### src/pkg/wwdc_pkg.sv
// constants, field layout and carrier types of the windowed watchdog control block
`default_nettype none

package wwdc_pkg;

	// ************************************************************
	// register map (byte addresses, one aligned word each)
	// ************************************************************
	localparam logic [7:0] ADDR_CONTROL_ZERO = 8'h00;
	localparam logic [7:0] ADDR_CONTROL_ONE = 8'h04;
	localparam logic [7:0] ADDR_PRESCALE_LOW = 8'h08;
	localparam logic [7:0] ADDR_PRESCALE_HIGH = 8'h0C;
	localparam logic [7:0] ADDR_COUNTER_VIEW = 8'h10;

	// ************************************************************
	// field positions
	// ************************************************************
	localparam int CTL0_ENABLE_BIT = 0;
	localparam int CTL0_PRESCALE_LSB = 1;
	localparam int CTL1_WINDOW_LSB = 0;
	localparam int CTL1_SOURCE_LSB = 4;
	localparam int VIEW_PS_HIGH_LSB = 0;
	localparam int VIEW_ARMED_BIT = 2;
	localparam int VIEW_COUNT_LSB = 3;

	// ************************************************************
	// field codes and reset values
	// ************************************************************
	localparam logic [4:0] PRESCALE_UNLOCK = 5'h1F;
	localparam logic [4:0] PRESCALE_RESET = 5'h0B;
	localparam logic [4:0] PRESCALE_LAST_CODE = 5'h12;
	localparam logic [4:0] PRESCALE_MIN_CODE = 5'h00;
	localparam logic [5:0] PRESCALE_BASE_SHIFT = 6'h05;
	localparam logic [2:0] SOURCE_UNLOCK = 3'h7;
	localparam logic [2:0] SOURCE_RESET = 3'h0;
	localparam logic [2:0] SOURCE_SLOW = 3'h0;
	localparam logic [2:0] SOURCE_MEDIUM = 3'h1;
	localparam logic [2:0] WINDOW_UNLOCK = 3'h7;
	localparam logic [2:0] WINDOW_FULL = 3'h7;
	localparam logic ENABLE_RESET = 1'b0;
	localparam logic [31:0] READ_ZERO = 32'h00000000;

	// ************************************************************
	// widths
	// ************************************************************
	localparam int PRESCALE_COUNT_W = 18;
	localparam int COUNT_VIEW_W = 4;

	// watchdog operating modes from the configuration word
	typedef enum logic [1:0] {
		WWDC_MODE_OFF = 2'h0,
		WWDC_MODE_SOFT = 2'h1,
		WWDC_MODE_AWAKE = 2'h2,
		WWDC_MODE_ON = 2'h3
	} wwdc_mode_t;

	// configuration word fields that steer the block
	typedef struct packed {
		wwdc_mode_t config_watchdog_mode;
		logic [4:0] config_prescale_field;
		logic [2:0] config_clock_source_field;
		logic [2:0] config_window_size_field;
	} wwdc_cfg_t;

	// watchdog events towards the reset and power logic
	typedef struct packed {
		logic watchdog_reset;
		logic window_violation_clear;
		logic sleep_wake;
	} wwdc_evt_t;

endpackage

`default_nettype wire

### src/rtl/wwdc_core.sv
// windowed watchdog timer: control registers, prescaler, window check and reset events
`timescale 1ns/10ps
`default_nettype none

module wwdc_core
	import wwdc_pkg::*;
#(
	parameter int unsigned ADDR_W = 8,
	parameter int unsigned COUNTER_W = 5,
	parameter int unsigned SYNC_STAGES = 3
) (
	input wire logic clk,
	input wire logic rst_n,
	input wire logic psel,
	input wire logic penable,
	input wire logic pwrite,
	input wire logic [ADDR_W-1:0] paddr,
	input wire logic [31:0] pwdata,
	output logic [31:0] prdata,
	output logic pready,
	output logic pslverr,
	input wire wwdc_pkg::wwdc_cfg_t cfg,
	input wire logic slow_osc_clk,
	input wire logic medium_osc_clk,
	input wire logic clear_request,
	input wire logic sleep_mode,
	output wwdc_pkg::wwdc_evt_t events,
	output logic watchdog_running
);
	import wwdc_pkg::*;

	localparam int EL_W = PRESCALE_COUNT_W + COUNTER_W;

	// ************************************************************
	// elaboration checks
	// ************************************************************
	// the longest period is 2^23 ticks, so prescaler plus counter must hold it
	if (COUNTER_W != 5) begin : g_bad_counter
		$error("counter width must be 5 to reach the longest period");
	end
	if (ADDR_W < 8) begin : g_bad_addr
		$error("address width must reach the highest register");
	end
	if (SYNC_STAGES != 3) begin : g_bad_sync
		$error("oscillator input synchroniser must have three stages");
	end

	// ************************************************************
	// oscillator tick recovery
	// ************************************************************
	// the oscillators run outside clk, so each passes three flops and a
	// level change only counts once the second and third stages agree
	logic [1:0] osc_pin;
	logic [1:0] osc_level_reg;
	logic [1:0] osc_tick;

	assign osc_pin = {medium_osc_clk, slow_osc_clk};

	genvar gi;
	for (gi = 0; gi < 2; gi++) begin : g_osc
		logic [SYNC_STAGES-1:0] sync_reg;
		logic level_next;

		// stage one feeds stage two only
		always_ff @(posedge clk) begin
			if (!rst_n) begin
				sync_reg <= '0;
			end else begin
				sync_reg <= {sync_reg[SYNC_STAGES-2:0], osc_pin[gi]};
			end
		end

		assign level_next = (sync_reg[1] == sync_reg[2]) ? sync_reg[2] : osc_level_reg[gi];

		// filtered level and rising-edge tick
		always_ff @(posedge clk) begin
			if (!rst_n) begin
				osc_level_reg[gi] <= 1'b0;
			end else begin
				osc_level_reg[gi] <= level_next;
			end
		end

		assign osc_tick[gi] = level_next & ~osc_level_reg[gi];
	end

	// ************************************************************
	// apb decode
	// ************************************************************
	logic apb_setup;
	logic apb_access;
	logic wr_fire;
	logic rd_fire;
	logic [7:0] addr_byte;
	logic hit_ctl0;
	logic hit_ctl1;
	logic hit_psl;
	logic hit_psh;
	logic hit_view;
	logic addr_hit;

	assign apb_setup = psel & ~penable;
	assign apb_access = psel & penable;
	assign wr_fire = apb_access & pwrite;
	assign rd_fire = apb_access & ~pwrite;
	assign addr_byte = paddr[7:0];
	// upper address bits must be zero for any register to match
	assign addr_hit = (paddr >> 8) == '0;
	assign hit_ctl0 = addr_hit & (addr_byte == ADDR_CONTROL_ZERO);
	assign hit_ctl1 = addr_hit & (addr_byte == ADDR_CONTROL_ONE);
	assign hit_psl = addr_hit & (addr_byte == ADDR_PRESCALE_LOW);
	assign hit_psh = addr_hit & (addr_byte == ADDR_PRESCALE_HIGH);
	assign hit_view = addr_hit & (addr_byte == ADDR_COUNTER_VIEW);

	// ************************************************************
	// control fields
	// ************************************************************
	logic [4:0] prescale_select_reg;
	logic [4:0] prescale_select_next;
	logic software_enable_bit_reg;
	logic software_enable_bit_next;
	logic [2:0] clock_source_select_reg;
	logic [2:0] clock_source_select_next;
	logic [2:0] window_select_reg;
	logic [2:0] window_select_next;
	logic ps_unlocked;
	logic cs_unlocked;
	logic win_unlocked;
	logic ctl0_write;
	logic ctl1_write;
	logic [4:0] ps_reset_value;
	logic [2:0] cs_reset_value;

	assign ps_unlocked = cfg.config_prescale_field == PRESCALE_UNLOCK;
	assign cs_unlocked = cfg.config_clock_source_field == SOURCE_UNLOCK;
	assign win_unlocked = cfg.config_window_size_field == WINDOW_UNLOCK;
	assign ctl0_write = wr_fire & hit_ctl0;
	assign ctl1_write = wr_fire & hit_ctl1;

	// reset values follow the configuration word
	assign ps_reset_value = ps_unlocked ? PRESCALE_RESET : cfg.config_prescale_field;
	assign cs_reset_value = cs_unlocked ? SOURCE_RESET : cfg.config_clock_source_field;

	// locked fields ignore writes but the write still clears the counters
	assign prescale_select_next = (ctl0_write && ps_unlocked) ?
		pwdata[CTL0_PRESCALE_LSB +: 5] : prescale_select_reg;
	assign software_enable_bit_next = ctl0_write ?
		pwdata[CTL0_ENABLE_BIT] : software_enable_bit_reg;
	assign clock_source_select_next = (ctl1_write && cs_unlocked) ?
		pwdata[CTL1_SOURCE_LSB +: 3] : clock_source_select_reg;
	assign window_select_next = (ctl1_write && win_unlocked) ?
		pwdata[CTL1_WINDOW_LSB +: 3] : window_select_reg;

	// synchronous reset loads configuration-driven values; the enable bit loads zero
	always_ff @(posedge clk) begin
		if (!rst_n) begin
			prescale_select_reg <= ps_reset_value;
			software_enable_bit_reg <= ENABLE_RESET;
			clock_source_select_reg <= cs_reset_value;
			window_select_reg <= cfg.config_window_size_field;
		end else begin
			prescale_select_reg <= prescale_select_next;
			software_enable_bit_reg <= software_enable_bit_next;
			clock_source_select_reg <= clock_source_select_next;
			window_select_reg <= window_select_next;
		end
	end

	// ************************************************************
	// operating mode and time base
	// ************************************************************
	logic active;
	logic windowed;
	logic tick;
	logic sleep_reg;
	logic sleep_change;

	// mode 01 honours the enable bit; other modes ignore it
	always_comb begin
		case (cfg.config_watchdog_mode)
			WWDC_MODE_ON: active = 1'b1;
			WWDC_MODE_AWAKE: active = ~sleep_mode;
			WWDC_MODE_SOFT: active = software_enable_bit_reg;
			WWDC_MODE_OFF: active = 1'b0;
			default: active = 1'b0;
		endcase
	end

	// reserved source codes give no tick, so the watchdog stalls rather than guess
	assign tick = (clock_source_select_reg == SOURCE_SLOW) ? osc_tick[0] :
		(clock_source_select_reg == SOURCE_MEDIUM) ? osc_tick[1] : 1'b0;

	assign windowed = window_select_reg != WINDOW_FULL;
	assign sleep_change = sleep_mode ^ sleep_reg;

	// previous sleep level, to clear on entry and exit
	always_ff @(posedge clk) begin
		if (!rst_n) begin
			sleep_reg <= 1'b0;
		end else begin
			sleep_reg <= sleep_mode;
		end
	end

	// ************************************************************
	// period and window arithmetic
	// ************************************************************
	logic [4:0] ps_code_eff;
	logic [5:0] period_shift;
	logic [EL_W:0] period;
	logic [EL_W:0] last_count;
	logic [2:0] closed_eighths;
	logic [EL_W+3:0] closed_limit;
	logic [PRESCALE_COUNT_W-1:0] prescale_count_reg;
	logic [COUNTER_W-1:0] wdt_count_reg;
	logic [EL_W-1:0] elapsed;
	logic [EL_W-1:0] elapsed_next;
	logic in_window;
	logic timeout;

	// reserved codes fall back to the shortest period
	assign ps_code_eff = (prescale_select_reg > PRESCALE_LAST_CODE) ?
		PRESCALE_MIN_CODE : prescale_select_reg;
	// period is 2^(5+code) oscillator ticks
	assign period_shift = PRESCALE_BASE_SHIFT + {1'b0, ps_code_eff};
	assign period = (EL_W+1)'(1) << period_shift;
	assign last_count = period - (EL_W+1)'(1);
	assign elapsed = {wdt_count_reg, prescale_count_reg};
	assign elapsed_next = elapsed + EL_W'(1);

	// closed part of the period, in eighths; window code 111 has none
	assign closed_eighths = WINDOW_FULL - window_select_reg;
	assign closed_limit = (EL_W+4)'(period >> 3) * (EL_W+4)'(closed_eighths);
	assign in_window = (EL_W+4)'(elapsed) >= closed_limit;

	assign timeout = active & tick & ((EL_W+1)'(elapsed) == last_count);

	// ************************************************************
	// clear handling and arming
	// ************************************************************
	logic armed_reg;
	logic armed_next;
	logic arm_read;
	logic clear_seen;
	logic clear_valid;
	logic violation;
	logic counter_clear;

	assign arm_read = rd_fire & hit_ctl0;
	assign clear_seen = clear_request & active;
	// without a window the clear needs no arming
	assign clear_valid = clear_seen & (~windowed | (armed_reg & in_window));
	assign violation = clear_seen & windowed & ~(armed_reg & in_window);
	assign counter_clear = clear_valid | violation | ctl0_write | ctl1_write |
		sleep_change | ~active;

	// an arming read in the same cycle as a clear wins, as a set over a clear
	assign armed_next = arm_read ? 1'b1 : (clear_seen ? 1'b0 : armed_reg);

	always_ff @(posedge clk) begin
		if (!rst_n) begin
			armed_reg <= 1'b0;
		end else begin
			armed_reg <= armed_next;
		end
	end

	// ************************************************************
	// prescaler and watchdog counter
	// ************************************************************
	// both counters share one carry chain; a time-out wraps them to zero
	always_ff @(posedge clk) begin
		if (!rst_n) begin
			prescale_count_reg <= '0;
			wdt_count_reg <= '0;
		end else if (counter_clear || timeout) begin
			prescale_count_reg <= '0;
			wdt_count_reg <= '0;
		end else if (active && tick) begin
			prescale_count_reg <= elapsed_next[PRESCALE_COUNT_W-1:0];
			wdt_count_reg <= elapsed_next[EL_W-1:PRESCALE_COUNT_W];
		end
	end

	// ************************************************************
	// reset and wake events
	// ************************************************************
	wwdc_evt_t events_reg;
	wwdc_evt_t events_next;
	logic running_reg;

	// a time-out in sleep wakes the core instead of resetting it
	always_comb begin
		events_next.watchdog_reset = (timeout & ~sleep_mode) | violation;
		events_next.window_violation_clear = violation;
		events_next.sleep_wake = timeout & sleep_mode;
	end

	always_ff @(posedge clk) begin
		if (!rst_n) begin
			events_reg <= '0;
			running_reg <= 1'b0;
		end else begin
			events_reg <= events_next;
			running_reg <= active;
		end
	end

	assign events = events_reg;
	assign watchdog_running = running_reg;

	// ************************************************************
	// read data
	// ************************************************************
	logic [31:0] rd_mux;
	logic [31:0] prdata_reg;
	logic err_reg;

	// unimplemented and upper bits stay zero
	always_comb begin
		rd_mux = READ_ZERO;
		if (hit_ctl0) begin
			rd_mux[CTL0_PRESCALE_LSB +: 5] = prescale_select_reg;
			rd_mux[CTL0_ENABLE_BIT] = software_enable_bit_reg;
		end else if (hit_ctl1) begin
			rd_mux[CTL1_SOURCE_LSB +: 3] = clock_source_select_reg;
			rd_mux[CTL1_WINDOW_LSB +: 3] = window_select_reg;
		end else if (hit_psl) begin
			rd_mux[7:0] = prescale_count_reg[7:0];
		end else if (hit_psh) begin
			rd_mux[7:0] = prescale_count_reg[15:8];
		end else if (hit_view) begin
			rd_mux[VIEW_COUNT_LSB +: COUNT_VIEW_W] = wdt_count_reg[COUNT_VIEW_W-1:0];
			rd_mux[VIEW_ARMED_BIT] = armed_reg;
			rd_mux[VIEW_PS_HIGH_LSB +: 2] = prescale_count_reg[17:16];
		end
	end

	// the read word is sampled in the setup cycle, so the access cycle
	// returns it from a flop; the cost is a one-cycle-old snapshot
	always_ff @(posedge clk) begin
		if (!rst_n) begin
			prdata_reg <= READ_ZERO;
			err_reg <= 1'b0;
		end else if (apb_setup) begin
			prdata_reg <= pwrite ? READ_ZERO : rd_mux;
			err_reg <= ~(hit_ctl0 | hit_ctl1 | hit_psl | hit_psh | hit_view);
		end
	end

	// zero wait states; writes to read-only registers are quietly ignored
	assign pready = 1'b1;
	assign prdata = prdata_reg;
	assign pslverr = apb_access & err_reg;

endmodule // wwdc_core

`default_nettype wire

### config.mk
export PLATFORM = sky130hd
export DESIGN_NAME = wwdc_core
export DESIGN_NICKNAME = d
export VERILOG_FILES = /design/src/pkg/wwdc_pkg.sv /design/src/rtl/wwdc_core.sv
export SDC_FILE = /design/constraint.sdc
export NUM_CORES = 1
export LEC_CHECK = 0
export BUFFER_PORTS_ARGS = -buffer_cell sky130_fd_sc_hd__buf_2
export CORE_AREA = 4 4 128 130
export CTS_CLUSTER_SIZE = 40
export DETAILED_ROUTE_END_ITERATION = 16
export DIE_AREA = 0 0 132 134
export GPL_ROUTABILITY_DRIVEN = 0
export GPL_TIMING_DRIVEN = 1
export HOLD_SLACK_MARGIN = 0.03
export PLACE_DENSITY_LB_ADDON = 0.12
export SYNTH_ARGS = -nofsm -noshare
export SYNTH_HDL_FRONTEND = slang
export SYNTH_SLANG_ARGS = --single-unit
export TNS_END_PERCENT = 100
### constraint.sdc
create_clock -name clk -period 9.6 [get_ports clk]
set_input_delay 0.96 -clock clk [delete_from_list [all_inputs] [get_ports clk]]
set_output_delay 0.96 -clock clk [all_outputs]
set_load 0.02 [all_outputs]
==> results of run 1 <==
[report_power, final]
group | internal (uW) | switching, uW
combinational | 53.4 | 77.5
sequential | 256 | 20.4
clock | 181 | 112
total | 491 | 210
[area by class of cell]
cell class	count	area [sq um]	share of cell area, %
clock buffers	10	239	3.67
clock inverters	6	38.8	0.595
inverters	55	206	3.17
multi-input cells	607	4280	65.7
flip-flops and latches	58	1270	19.5
well taps	188	235	3.61
repair buffers	49	245	3.76
[cell usage after synthesis (3+ instances only)]
cell type / n / area (sq um)
a211oi_1: 4 / 30.0
a21boi_0: 3 / 22.5
a21o_1: 10 / 75.1
a21oi_1: 34 / 170
a222oi_1: 4 / 40.0
a22oi_1: 4 / 30.0
and2_1: 9 / 56.3
and3_1: 15 / 93.8
and4_1: 5 / 43.8
buf_2: 7 / 35.0
buf_4: 26 / 195
clkbuf_1: 23 / 86.3
dfxtp_1: 47 / 941
edfxtp_1: 11 / 330
fa_1: 20 / 400
ha_1: 48 / 601
inv_1: 55 / 206
mux2i_1: 11 / 110
nand2_1: 56 / 210
nand2b_1: 17 / 106
nand3_1: 23 / 115
nand3b_1: 3 / 22.5
nand4_1: 11 / 68.8
nor2_1: 55 / 206
nor2b_1: 19 / 119
nor3_1: 18 / 90.1
nor3b_1: 3 / 22.5
nor4_1: 3 / 18.8
o211ai_1: 3 / 22.5
o21a_1: 3 / 22.5
o21ai_0: 37 / 185
o21bai_1: 3 / 22.5
o31ai_1: 4 / 30.0
or2_2: 36 / 225
or3_1: 9 / 56.3
or4_1: 4 / 30.0
xnor2_1: 29 / 254
xor2_1: 33 / 289
[routing by layer]
| layer | vias up | part of all wire (%) |
|---|---|---|
| met2 | 109 | 48 |
| met3 | 14 | 3.4 |
| met5 | - | 0 |
| li1 | 2601 | - |
| met4 | 0 | 1.3 |
| met1 | 2446 | 48 |
[critical path, stage by stage (launching register included)]
cell       delay (ns)
edfxtp_1         0.79
nand2_2          0.26
nor4_1           0.71
nand2b_1         0.15
fa_1             0.50
inv_1            0.05
ha_1             0.34
o21a_1           0.16
a2111oi_2        0.53
o211ai_1         0.24
a21oi_1          0.24
o21ai_0          0.15
xnor2_1          0.20
ha_1             0.28
nand4_1          0.13
a211oi_1         0.08
o31a_1           0.12
a2111oi_0        0.36
a21oi_1          0.18
o221a_2          0.31
o22ai_1          0.15
[stage by stage]
step	cells	power (uW)	hold WS [ns]	area (sq um)	worst slack, ns
floorplan	782	385	0.412	6110	4.67
global placement	957	408	0.422	6240	3.69
detailed placement	957	410	0.423	6240	3.60
CTS	973	708	0.436	6520	3.57
global route	973	741	0.454	6520	3.20
finish	973	701	0.434	6520	3.60
[kinds of logic (layout without fill, tap and decap cells)]
| logic type | count (synthesis) | after routing |
|---|---|---|
| flops | 58 | 58 |
| simple gates | 297 | 297 |
| xor+xnor | 62 | 62 |
| compound gates | 134 | 134 |
| other cells | 2 | 33 |
| buf+inv | 117 | 120 |
| fa+ha+maj | 68 | 68 |
| mux | 13 | 13 |
[how the worst min path moves through the flow]
stage / start / endpoint / slack, ns
final: g_osc[1].sync_reg[0] / g_osc[1].sync_reg[1] / 0.43
after global routing: g_osc[1].sync_reg[0] / g_osc[1].sync_reg[1] / 0.45
after CTS: g_osc[1].sync_reg[0] / g_osc[1].sync_reg[1] / 0.44
after detailed placement: g_osc[1].sync_reg[0] / g_osc[1].sync_reg[1] / 0.42
after global placement: g_osc[1].sync_reg[0] / g_osc[1].sync_reg[1] / 0.42
after floorplan: g_osc[0].sync_reg[0] / g_osc[0].sync_reg[1] / 0.41
==> results.md, run 1 <==
- Run status: finished clean
- Synth Area in Compound Gates: 14.7%
- Die H: 134 microns
- DIE AREA: 0.0177 sq mm
- Syn_area_per_cell: 7.99 sq um
- Synthesis-to-layout area growth: 8.64%
- Port bufs: 49
- Final setup viols: 0
- TritonCTS Buffers: 9
- Root Buffer: clkbuf_16
- Cell Pwr Density: 108 mW/mm^2
- Ports: 100
- Std cell rows: 45
- Clock buffer depth: 2
- XOR/XNOR Fraction of Synth Area: 9.05%
- Initial core utilization: 39.6%
- Slew @ Worst Pin: 0.949 ns
- Post-Synth Simple-Gate Area: 26.5%
- Buffers inserted by post-CTS timing repair: 0
- M1 GR Usage: 23.6%
- Share of post-route cells with drive strength above 1: 14.5%
- Ys flop type: dfxtp_1
- R2R cell count: 20
- Met3 usage: 1.50%
- Warnings, synthesis: 0
- Setup crit end: events[2]
- Setup TNS: 0 ns
- Synth cell types: 71
- Post_cts resized: 0
- FF-to-FF Start: prescale_select_reg[1]
- Slew Limit Fails: 0
- # hold bufs at CTS: 0
- MaxCap Viol Count: 0
- Max FFs per register: 18
- Post-synth ARST share: 0%
- Peak supply drop: 0.0996 mV
- Worst setup SP type: flip-flop
- Post-synthesis register bit count: 58
- DRC violations left: 0
- Critical Path RT: 9.85 ns
- TritonRoute pass-1 iters: 5
- CTS Sinks: 58
- Clock latency on the worst-skew pair: 0.32 ns
- Post-Synth Adder-Cell Area: 16.7%
- Worst-path clk slew: 0.05 ns
- GR peak layer: met2
- R2r endpoint: events[2]
- Post-synthesis sequential area ratio: 21.2%
- Largest family of logic cells by synthesized area: simple AND/OR/NAND/NOR gates
- Relative slew margins: 36.2%
- Final worst-path cycle share: 62.5%
- Reg2reg setup slack: 3.60 ns
- Worst Setup SP: prescale_select_reg[1]
- Critical Path AT: 6.25 ns
- Vias: 5170
- Gr ovfl total: 0
- Post-synth EDFFs: 11
- DRT iter0 DRCs: 251
- Final Hold Fails: 0
- # nets final: 910
- TritonCTS clock tree: done
- HP Class: flip-flop to flip-flop
- Initial antenna violation count: 0
- Hold Path Depth: 1
- H-tree Lvls: 3
- M2 GR Usage: 30.3%
- Netlist Area Pre-Place: 0.00600 sq mm
- Core area: 0.0151 sq mm
- Wirelength per Cell: 15.9 microns
- Largest net degree at the start of global routing: 44
- First-pass GRT wire length: 25.4 mm
- RSZ-0062 raised after global routing: no
- Routed Antenna Nets: 0
- DRT Wirelength: 15.5 mm
- Vias in the first global route: 4973
- Antenna cells: 0
- Max Fclk: 167 MHz
- Critical path class: flip-flop to flip-flop
- Core Util, Final: 43.0%
- Fin crit period: 6.00 ns
- Commonest cells after routing, fill and taps aside: 56 x nand2_1, 55 x inv_1, 55 x nor2_1, 49 x buf_2, 48 x ha_1
- Syn Inst Count: 751
- CP Max Fanout: 22
- GRT Overall Usage: 17.5%
- Skew final: 0.00707 ns
- Vias per std cell: 5.31
- Mux share of post-synthesis cell area: 2.40%
- DIE WIDTH: 132 microns
- Commonest non-fill, non-tap cell in the layout: nand2_1
- Fill count: 1558
- DPL Wire Length: 12.1 mm
- Cell leakage power: 0.00287 uW
- Crit. End Element: flip-flop
Power figures use the tool's default switching activity.
==> inputs of run 2 (changes only) <==
- clock period: 9.6 -> 6.2 ns (I/O delays scaled with it)
==> run 2 against run 1 <==
Net effect: cell area is 2.3% higher; combinational power is 77% higher; fmax is 5.8% higher; critical path depth stayed put; sequential cell count stayed put; global-route usage is 0.71 points higher; non-clock buffer count is 15 higher; sequential share of layout area is 0.43 points lower; sequential power is 50% higher; power is 66% higher; clock skew is 0.0047 ns higher; critical endpoint unchanged; largest power group unchanged.
==> results.md, run 2 (synthesis results as in run 1) <==
- Run status: finished clean (unchanged)
- Slew Limit Fails: 0 (unchanged)
- Int Pwr: 824 uW (was 491 uW)
- Ports: 100 (unchanged)
- Combinational share of power: 19.9% (was 18.7%)
- Pwr Total: 1160 uW (was 701 uW)
- TritonCTS Buffers: 9 (unchanged)
- Cell leakage power: 0.00296 uW (was 0.00287 uW)
- Final setup viols: 0 (unchanged)
- Relative slew margins: 40.0% (was 36.2%)
- DRC violations left: 0 (unchanged)
- CP Max Fanout: 10 (was 22)
- Reg power frac: 35.5% (was 39.5%)
- Die H: 134 microns (unchanged)
- H-tree Lvls: 3 (unchanged)
- Post_cts resized: 0 (unchanged)
- # nets final: 925 (was 910)
- Routed Antenna Nets: 0 (unchanged)
- Cell Pwr Density: 174 mW/mm^2 (was 108 mW/mm^2)
- Commonest non-fill, non-tap cell in the layout: nand2_1 (unchanged)
- Crit-path cells: nor2_1 > nand2_1 > or2_2 > fa_1 > inv_1 > ha_1 > o21a_1 > a2111oi_2 > o211ai_1 > a21oi_1 > o21ai_0 > xnor2_1 > ha_1 > nand4_1 > a211oi_1 > o31a_1 > a2111oi_0 > a21oi_1 > o221a_2 > o22ai_1 (was nand2_2 > nor4_1 > nand2b_1 > fa_1 > inv_1 > ha_1 > o21a_1 > a2111oi_2 > o211ai_1 > a21oi_1 > o21ai_0 > xnor2_1 > ha_1 > nand4_1 > a211oi_1 > o31a_1 > a2111oi_0 > a21oi_1 > o221a_2 > o22ai_1)
- Share of post-route cells with drive strength above 1: 16.1% (was 14.5%)
- DIE AREA: 0.0177 sq mm (unchanged)
- Largest net degree at the start of global routing: 44 (unchanged)
- DPL Wire Length: 12.7 mm (was 12.1 mm)
- Commonest cells after routing, fill and taps aside: 56 x nand2_1, 55 x inv_1, 55 x nor2_1, 49 x buf_2, 48 x ha_1 (unchanged)
- Vias in the first global route: 5100 (was 4973)
- CP max stage cell: edfxtp_1 (unchanged)
- Antenna cells: 0 (unchanged)
- HP Class: flip-flop to flip-flop (unchanged)
- Final worst-path cycle share: 91.5% (was 62.5%)
- Clock buffer depth: 2 (unchanged)
- First-pass GRT wire length: 26.1 mm (was 25.4 mm)
- Final Hold Fails: 0 (unchanged)
- MaxCap Viol Count: 0 (unchanged)
- GRT Overall Usage: 18.2% (was 17.5%)
- RSZ-0062 raised after global routing: no (unchanged)
- Clock Power Share: 44.5% (was 41.9%)
- Std cell rows: 45 (unchanged)
- Vias: 5202 (was 5170)
- Setup TNS: 0 ns (unchanged)
- Critical Path RT: 6.45 ns (was 9.85 ns)
- Critical Path AT: 5.92 ns (was 6.25 ns)
- Worst-path clk slew: 0.05 ns (about the same)
- Synthesis-to-layout area growth: 11.1% (was 8.64%)
- Critical path class: flip-flop to flip-flop (unchanged)
- Root Buffer: clkbuf_16 (unchanged)
- CTS Sinks: 58 (unchanged)
- Max FFs per register: 18 (unchanged)
- Vias per std cell: 5.27 (was 5.31)
- TritonCTS clock tree: done (unchanged)
- Port bufs: 49 (unchanged)
- Max Fclk: 176 MHz (was 167 MHz)
- Worst setup SP type: flip-flop (unchanged)
- Wirelength per Cell: 16.2 microns (was 15.9 microns)
- DRT Wirelength: 16.1 mm (was 15.5 mm)
- Crit. End Element: flip-flop (unchanged)
- DRT iter0 DRCs: 300 (was 251)
- Clock latency on the worst-skew pair: 0.33 ns (was 0.32 ns)
- Initial antenna violation count: 0 (unchanged)
- Sw frac: 29.1% (was 29.9%)
- TritonRoute pass-1 iters: 5 (unchanged)
- CP max stage delay: 0.54 ns (was 0.79 ns)
- DIE WIDTH: 132 microns (unchanged)
- Gr ovfl total: 0 (unchanged)
- Peak supply drop: 0.135 mV (was 0.0996 mV)
- Initial core utilization: 39.6% (unchanged)
- Net Sw Power: 338 uW (was 210 uW)
- Slew @ Worst Pin: 0.894 ns (was 0.949 ns)
- Fin crit period: 5.67 ns (was 6.00 ns)
- Core area: 0.0151 sq mm (unchanged)
- Skew final: 0.0118 ns (was 0.00707 ns)
-- run 2: cell types whose count changed in the layout (fill, tap and decap cells not counted) --
cell / before / now
inv_4: 2 / 1
bufinv_16: 0 / 1
clkinv_4: 0 / 1
clkbuf_8: 1 / 0
inv_6: 1 / 0
buf_4: 0 / 15
clkbuf_16: 9 / 10
-- run 2: path summary, 6_finish.rpt --
kind / start / to / slack (ns) / cells after the start
max: prescale_select_reg[4] / events[2] / 0.53 / 20
min: g_osc[1].sync_reg[0] / g_osc[1].sync_reg[1] / 0.43 / 1
max reg2reg: prescale_select_reg[4] / events[2] / 0.53 / 20
min reg2reg: g_osc[1].sync_reg[0] / g_osc[1].sync_reg[1] / 0.43 / 1
-- run 2: what timing repair did --
item,4_1_cts,5_1_grt
buffers inserted,0,3
endpoints found under the setup margin,0,2
hold buffers,0,0
-- run 2: cell type report --
| type | instances | area [sq um] |
|---|---|---|
| tap | 188 | 235 |
| fill | 1513 | 8480 |
| clock inverter | 6 | 62.6 |
| timing repair buffer | 64 | 358 |
| sequential | 58 | 1270 |
| inverter | 55 | 206 |
| clock buffer | 10 | 250 |
| multi-input combinational | 607 | 4280 |
-- run 2: metal layers --
layer	track usage [%]	vias to the layer above	part of all wire (%)
li1	-	2625	-
met1	23.9	2409	46
met2	31.1	152	47
met3	2.40	16	5.0
met4	5.48	0	1.6
met5	0	-	0
-- run 2: stage by stage --
step | hold WS, ns | cell area (sq um) | util, % | cells | setup slack [ns]
final | 0.435 | 6660 | 44.0 | 988 | 0.528
after floorplan | 0.412 | 6110 | - | 782 | 1.27
after global placement | 0.417 | 6330 | 41.8 | 969 | 0.507
after global routing | 0.454 | 6660 | 44.0 | 988 | 0.0256
after detailed placement | 0.423 | 6330 | 41.8 | 969 | 0.366
after CTS | 0.436 | 6640 | 43.8 | 985 | 0.331
-- run 2: critical path, delay by kind of cell, from the launching register on --
family / cells / cell delay (ns)
DFF: 1 / 0.54
buffers and inverters: 1 / 0.04
xor gates and xnor gates: 1 / 0.20
AOI/OAI and AO/OA: 11 / 2.62
adders and majority gates: 3 / 1.13
and+or+nand+nor: 4 / 1.07
-- run 2: power groups by stage --
stage / clock (uW) / combinational, uW / sequential, uW
after detailed placement: 0 / 225 / 422
final: 517 / 232 / 413
after floorplan: 0 / 187 / 409
after global placement: 0 / 223 / 421
after CTS: 525 / 227 / 414
after global routing: 544 / 261 / 414
